**config.mk**
```make
export PLATFORM = sky130hd
export DESIGN_NAME = ipp_regs
export DESIGN_NICKNAME = d
export VERILOG_FILES = /design/src/ipp_pkg.sv /design/src/ipp_regs.sv
export VERILOG_INCLUDE_DIRS = /design/src
export SDC_FILE = /design/constraint.sdc
export NUM_CORES = 1
export LEC_CHECK = 0
export ABC_CLOCK_PERIOD_IN_PS = 4710
export BUFFER_PORTS_ARGS = -buffer_cell sky130_fd_sc_hd__buf_4
export CORE_UTILIZATION = 50
export CTS_BUF_LIST = sky130_fd_sc_hd__clkbuf_8
export CTS_CLUSTER_SIZE = 40
export DETAILED_ROUTE_END_ITERATION = 8
export PLACE_DENSITY = 0.85
export SLEW_MARGIN = 0
export SYNTH_ARGS = -nofsm -noshare
export SYNTH_HDL_FRONTEND = slang
export SYNTH_SLANG_ARGS = --single-unit
```
**constraint.sdc**
```tcl
create_clock -name mclk -period 4.71 [get_ports mclk]
set_input_delay 0.471 -clock mclk [delete_from_list [all_inputs] [get_ports mclk]]
set_output_delay 0.471 -clock mclk [all_outputs]
set_load 0.02 [all_outputs]
```
**src/ipp_cfg.svh**
```systemverilog
// addresses, field positions and reset values of the pending and priority registers
`ifndef IPP_CFG_SVH
`define IPP_CFG_SVH

// ----------------------------------------
// register addresses
// ----------------------------------------
`define IPP_PEND_SET_ADDR   32'hE000E200
`define IPP_PEND_CLR_ADDR   32'hE000E280
`define IPP_PRIO_BASE_ADDR  32'hE000E400
`define IPP_PRIO_LAST_ADDR  32'hE000E41C

// ----------------------------------------
// field layout
// ----------------------------------------
`define IPP_NUM_IRQ         32
`define IPP_NUM_PRIO_REGS   8
`define IPP_FIELDS_PER_REG  4
`define IPP_PRIO_WIDTH      2
`define IPP_PRIO_LSB        6
`define IPP_BYTE_WIDTH      8
`define IPP_PRIO_IDX_LSB    2
`define IPP_PRIO_IDX_MSB    4

// ----------------------------------------
// reset values
// ----------------------------------------
`define IPP_PEND_RESET      32'h00000000
`define IPP_PRIO_RESET      2'h0
`define IPP_RDATA_RESET     32'h00000000

`endif

```
**src/ipp_pkg.sv**
```systemverilog
// types shared by the pending and priority register block
`default_nettype none
`include "ipp_cfg.svh"

package ipp_pkg;

  typedef logic [`IPP_NUM_IRQ-1:0]    ipp_word_t;
  typedef logic [`IPP_PRIO_WIDTH-1:0] ipp_prio_t;

  // all state of the register block
  typedef struct packed {
    ipp_word_t                                              pend;
    ipp_prio_t [`IPP_NUM_PRIO_REGS-1:0][`IPP_FIELDS_PER_REG-1:0] prio;
    ipp_word_t                                              rdata;
    logic                                                   ready;
    logic                                                   err;
  } ipp_state_s;

endpackage : ipp_pkg
`default_nettype wire

```
**src/ipp_regs.sv**
```systemverilog
// pending-set, pending-clear and priority registers of the interrupt controller
`timescale 1ns/1ns
`default_nettype none
`include "ipp_cfg.svh"

module ipp_regs
  import ipp_pkg::*;
(
  // clock and reset
  input  wire logic                      mclk,
  input  wire logic                      rst,
  // private peripheral bus access port
  input  wire logic                      bus_valid,
  input  wire logic                      bus_write,
  input  wire logic [31:0]               bus_addr,
  input  wire logic [31:0]               bus_wdata,
  output var  logic [31:0]               bus_rdata,
  output var  logic                      bus_ready,
  output var  logic                      bus_err,
  // pending requests from the interrupt sources, same clock
  input  wire logic [`IPP_NUM_IRQ-1:0]   irq_pend_set,
  // state seen by the arbitration logic
  output var  logic [`IPP_NUM_IRQ-1:0]   pending,
  output var  logic [2*`IPP_NUM_IRQ-1:0] priority_flat
);

  // ----------------------------------------
  // state
  // ----------------------------------------
  ipp_state_s state_q;
  ipp_state_s state_d;

  // ----------------------------------------
  // address decode
  // ----------------------------------------
  logic                                          hit_set;
  logic                                          hit_clr;
  logic                                          hit_prio;
  logic [`IPP_PRIO_IDX_MSB-`IPP_PRIO_IDX_LSB:0]  prio_idx;
  ipp_word_t [`IPP_NUM_PRIO_REGS-1:0]            prio_word;

  // fixed map, all registers always decoded
  assign hit_set  = (bus_addr == `IPP_PEND_SET_ADDR);
  assign hit_clr  = (bus_addr == `IPP_PEND_CLR_ADDR);
  assign hit_prio = (bus_addr >= `IPP_PRIO_BASE_ADDR) &&
                    (bus_addr <= `IPP_PRIO_LAST_ADDR) &&
                    (bus_addr[1:0] == 2'h0);
  assign prio_idx = bus_addr[`IPP_PRIO_IDX_MSB:`IPP_PRIO_IDX_LSB];

  // ----------------------------------------
  // priority read words
  // ----------------------------------------
  // reserved bits are built as zero, so they never hold state
  genvar gr;
  genvar gf;
  generate
    for (gr = 0; gr < `IPP_NUM_PRIO_REGS; gr = gr + 1)
    begin : g_reg
      for (gf = 0; gf < `IPP_FIELDS_PER_REG; gf = gf + 1)
      begin : g_fld
        assign prio_word[gr][gf*`IPP_BYTE_WIDTH +: `IPP_PRIO_LSB] = '0;
        assign prio_word[gr][gf*`IPP_BYTE_WIDTH+`IPP_PRIO_LSB +: `IPP_PRIO_WIDTH] =
          state_q.prio[gr][gf];
        assign priority_flat[(gr*`IPP_FIELDS_PER_REG+gf)*`IPP_PRIO_WIDTH +: `IPP_PRIO_WIDTH] =
          state_q.prio[gr][gf];
      end
    end
  endgenerate

  // ----------------------------------------
  // next state
  // ----------------------------------------
  always_comb
  begin
    state_d       = state_q;
    state_d.ready = 1'b0;
    state_d.err   = 1'b0;
    state_d.rdata = `IPP_RDATA_RESET;
    if (bus_valid && bus_write && hit_clr)
    begin
      // clear first so a source setting in the same cycle still wins
      state_d.pend = state_q.pend & ~bus_wdata;
    end
    if (bus_valid && bus_write && hit_set)
    begin
      state_d.pend = state_d.pend | bus_wdata;
    end
    state_d.pend = state_d.pend | irq_pend_set;
    if (bus_valid && bus_write && hit_prio)
    begin
      for (int f = 0; f < `IPP_FIELDS_PER_REG; f++)
      begin
        // only the top two bits of each byte are stored
        state_d.prio[prio_idx][f] =
          bus_wdata[f*`IPP_BYTE_WIDTH+`IPP_PRIO_LSB +: `IPP_PRIO_WIDTH];
      end
    end
    if (bus_valid)
    begin
      state_d.ready = 1'b1;
      state_d.err   = !(hit_set || hit_clr || hit_prio);
      if (!bus_write)
      begin
        if (hit_set || hit_clr)
        begin
          state_d.rdata = state_q.pend;
        end
        else if (hit_prio)
        begin
          state_d.rdata = prio_word[prio_idx];
        end
        else
        begin
          state_d.rdata = `IPP_RDATA_RESET;
        end
      end
    end
  end

  // ----------------------------------------
  // registers
  // ----------------------------------------
  always_ff @(posedge mclk)
  begin
    if (rst)
    begin
      state_q.pend  <= `IPP_PEND_RESET;
      state_q.rdata <= `IPP_RDATA_RESET;
      state_q.ready <= 1'b0;
      state_q.err   <= 1'b0;
      for (int r = 0; r < `IPP_NUM_PRIO_REGS; r++)
      begin
        for (int f = 0; f < `IPP_FIELDS_PER_REG; f++)
        begin
          state_q.prio[r][f] <= `IPP_PRIO_RESET;
        end
      end
    end
    else
    begin
      state_q <= state_d;
    end
  end

  // ----------------------------------------
  // outputs
  // ----------------------------------------
  assign bus_rdata = state_q.rdata;
  assign bus_ready = state_q.ready;
  assign bus_err   = state_q.err;
  assign pending   = state_q.pend;

endmodule : ipp_regs
`default_nettype wire

```
==> results.txt <==
Share of layout cells above drive strength 1: 34.16%
Unrepaired setup endpoints after global routing: false
Register share of total power: 49.9%
Post-Syn Area: 0.005792 mm^2
Fin. max-slew vios: 0
Placer Congestion: 0.8041
# IOs: 230
Post-synth top flop: dfxtp_1
DRT Wirelength: 17.99 mm
Worst hold stages: 3
Worst setup path class: in2reg
Synth cell types: 45
Sw Ratio: 25.31%
WL/cell: 18.30 um
Reg-to-Reg Start: priority_flat[3]
Worst r2r path cells: 5
Number of core rows: 38
Int Power: 1.698 mW
Antenna violations before repair: 0
Mapped Cells: 627
CTS buffer count: 17
CTS root buffer: clkbuf_8
CP Data Arrival Time: 3.45 ns
Number of buffers added on ports: 229
Setup_tns: 0 ns
Post-synth EDFFs: 0
Clock group share of total power: 39.1%
CP Launch Type: primary input
Post-cts hold buffer count: 0
Area growth from synthesis to layout: 36.72%
Actual slew at the worst max-slew pin: 1.103 ns
Final critical-path required period: 3.084 ns
Max Freq: 324.3 MHz
CTS Buffer Depth: 2
# diodes: 0
Status: finished clean
IR drop worst, VDD: 0.0001928 V
Worst hold slack: 0.2856 ns
Most common cell after layout, fill and taps aside: buf_4
Die height: 109.6 um
# nets final: 930
Final period utilization: 65.47%
Max_cap viols: 0
Endpoints failing setup: 0
R2R Setup Slk: 3.32 ns
Post-CTS sizing: 0
Syn avg cell area: 9.237 um^2
Sequential-to-total area share from yosys stat: 44.93%
Lkg Pwr: 3.842 nW
Die area: 0.01202 mm^2
Dpl hpwl: 12.80 mm
Cell Pwr Density: 287.1 mW/mm^2
Vias/cell: 5.667
Worst EP required: 5.08 ns
H-tree depth: 4
First-pass DRT Iterations: 5
DIE WIDTH: 109.6 um
1st-iter DRT viols: 433
Clock transition at path regs: 0.08 ns
Core Footprint: 0.01108 mm^2
Slew HR: 26.49%
Hold Startpoint: irq_pend_set[9]
CTS tree: yes
Total grt overflow: 0
Hold Path Class: in2reg
Vias: 5571
Final hold violations: 0
Most frequent cells in the layout: 232 x buf_4, 130 x dfxtp_1, 79 x nand2b_1, 67 x mux2i_1, 43 x inv_1
Overall routing resource usage: 29.40%
Sw Pwr: 0.5754 mW
Antenna-violating nets left: 0
Starting density of the core: 52.28%
Clk Latency, worst-skew pair: 0.42 ns
Worst Hold End: pending[9]
Pin count of the biggest net entering global routing: 106
Crit path capture type: register
Comb power frac: 11.0%
Global-route wire length before repair: 26.41 mm
Clock Skew: 0.007931 ns
CTS Sinks: 130
DRC violations left: 0
Vias in the first global route: 5326
FFs w/ async S/R, synth: 0%
Yosys reg bits: 130
Synth Warn #: 0
Crit-path max FO: 36
Mapped Nets: 727
Post-CTS Setup Inserts: 0
Worst reg2reg path endpoint: bus_rdata[15]
-- metrics by stage --
stage / util (%) / power (mW) / worst slack [ns] / instance area, um^2 / std cells
after floorplan: - / 1.277 / 2.298 / 5792 / 627
after global placement: 68.01 / 1.400 / 1.286 / 7535 / 951
after detailed placement: 68.01 / 1.407 / 1.226 / 7535 / 951
after CTS: 71.48 / 2.288 / 1.662 / 7919 / 983
after global routing: 71.48 / 2.358 / 1.459 / 7919 / 983
final: 71.48 / 2.273 / 1.626 / 7919 / 983
-- cell type report --
class | count | area [um^2]
Tap cell | 140 | 175.2
Clock buffer | 20 | 275.3
Multi-Input combinational cell | 407 | 2858
Clock inverter | 12 | 108.9
Sequential cell | 130 | 2603
Timing Repair Buffer | 232 | 1742
Fill cell | 859 | 3159
Inverter | 42 | 157.7
-- registers in the layout, summed over array words and instances, names as in the netlist --
register	cells
bus_rdata	32
pending	32
priority_flat	64
bus_err	1
bus_ready	1
-- cell families (layout without fill, tap and decap cells) --
logic type | count (synthesis) | in the layout | share of synthesized area (%)
and+or+nand+nor | 220 | 220 | 21.41
buffers and inverters | 90 | 306 | 5.941
DFF | 130 | 130 | 44.93
muxes | 79 | 79 | 15.08
AOI/OAI and AO/OA | 108 | 108 | 12.64
-- worst max-delay path, cell delays in order --
cell	delay, ns
buf_4	0.11
or4_1	0.57
nand4bb_1	0.28
or4_1	1.02
nor3_4	0.77
and2_1	0.23
-- cell usage after synthesis (3+ instances only) --
cell	number	area [um^2]
dfxtp_1	130	2603
nand2b_1	79	494.2
mux2i_1	67	670.6
inv_1	42	157.7
nand2_1	39	146.4
o21ai_0	37	185.2
nand3_1	34	170.2
a31oi_1	33	206.5
clkbuf_1	31	116.4
and2_1	25	156.4
buf_1	12	45.04
nor2_1	12	45.04
o22ai_1	9	56.30
o32ai_1	8	70.07
mux2_2	6	67.56
mux4_2	6	135.1
o211ai_2	5	62.56
buf_2	4	20.02
nand3b_1	4	30.03
nor4_1	4	25.02
o221ai_1	4	35.03
and3_1	3	18.77
nor3_1	3	15.01
o2111ai_2	3	45.04
or3_1	3	18.77
-- power by group through the flow --
stage / Sequential (mW) / Clock (mW) / Combinational [mW]
5_1_grt: 1.14 / 0.954 / 0.268
4_1_cts: 1.13 / 0.905 / 0.248
2_1_floorplan: 1.18 / 0 / 0.0963
3_3_place_gp: 1.16 / 0 / 0.241
6_report: 1.14 / 0.889 / 0.249
3_5_place_dp: 1.16 / 0 / 0.247
-- worst max path at each step --
| stage | start | endpoint | slack, ns |
|---|---|---|---|
| 3_3_place_gp | bus_addr[25] | bus_rdata[3] | 1.29 |
| 6_report | bus_addr[25] | bus_rdata[3] | 1.63 |
| 3_5_place_dp | bus_addr[25] | bus_rdata[13] | 1.23 |
| 2_1_floorplan | bus_addr[25] | priority_flat[0] | 2.30 |
| 4_1_cts | bus_addr[25] | bus_rdata[3] | 1.66 |
| 5_1_grt | bus_addr[25] | bus_rdata[8] | 1.46 |
-- per-layer routing --
layer,GRT usage [%],up-vias,wire (um)
met5,0,-,0
met4,15.90,0,600
met3,7.054,49,1259
met2,50.36,260,9138
met1,33.78,2669,6989
li1,-,2593,-
(Power assumes the default switching activity.)
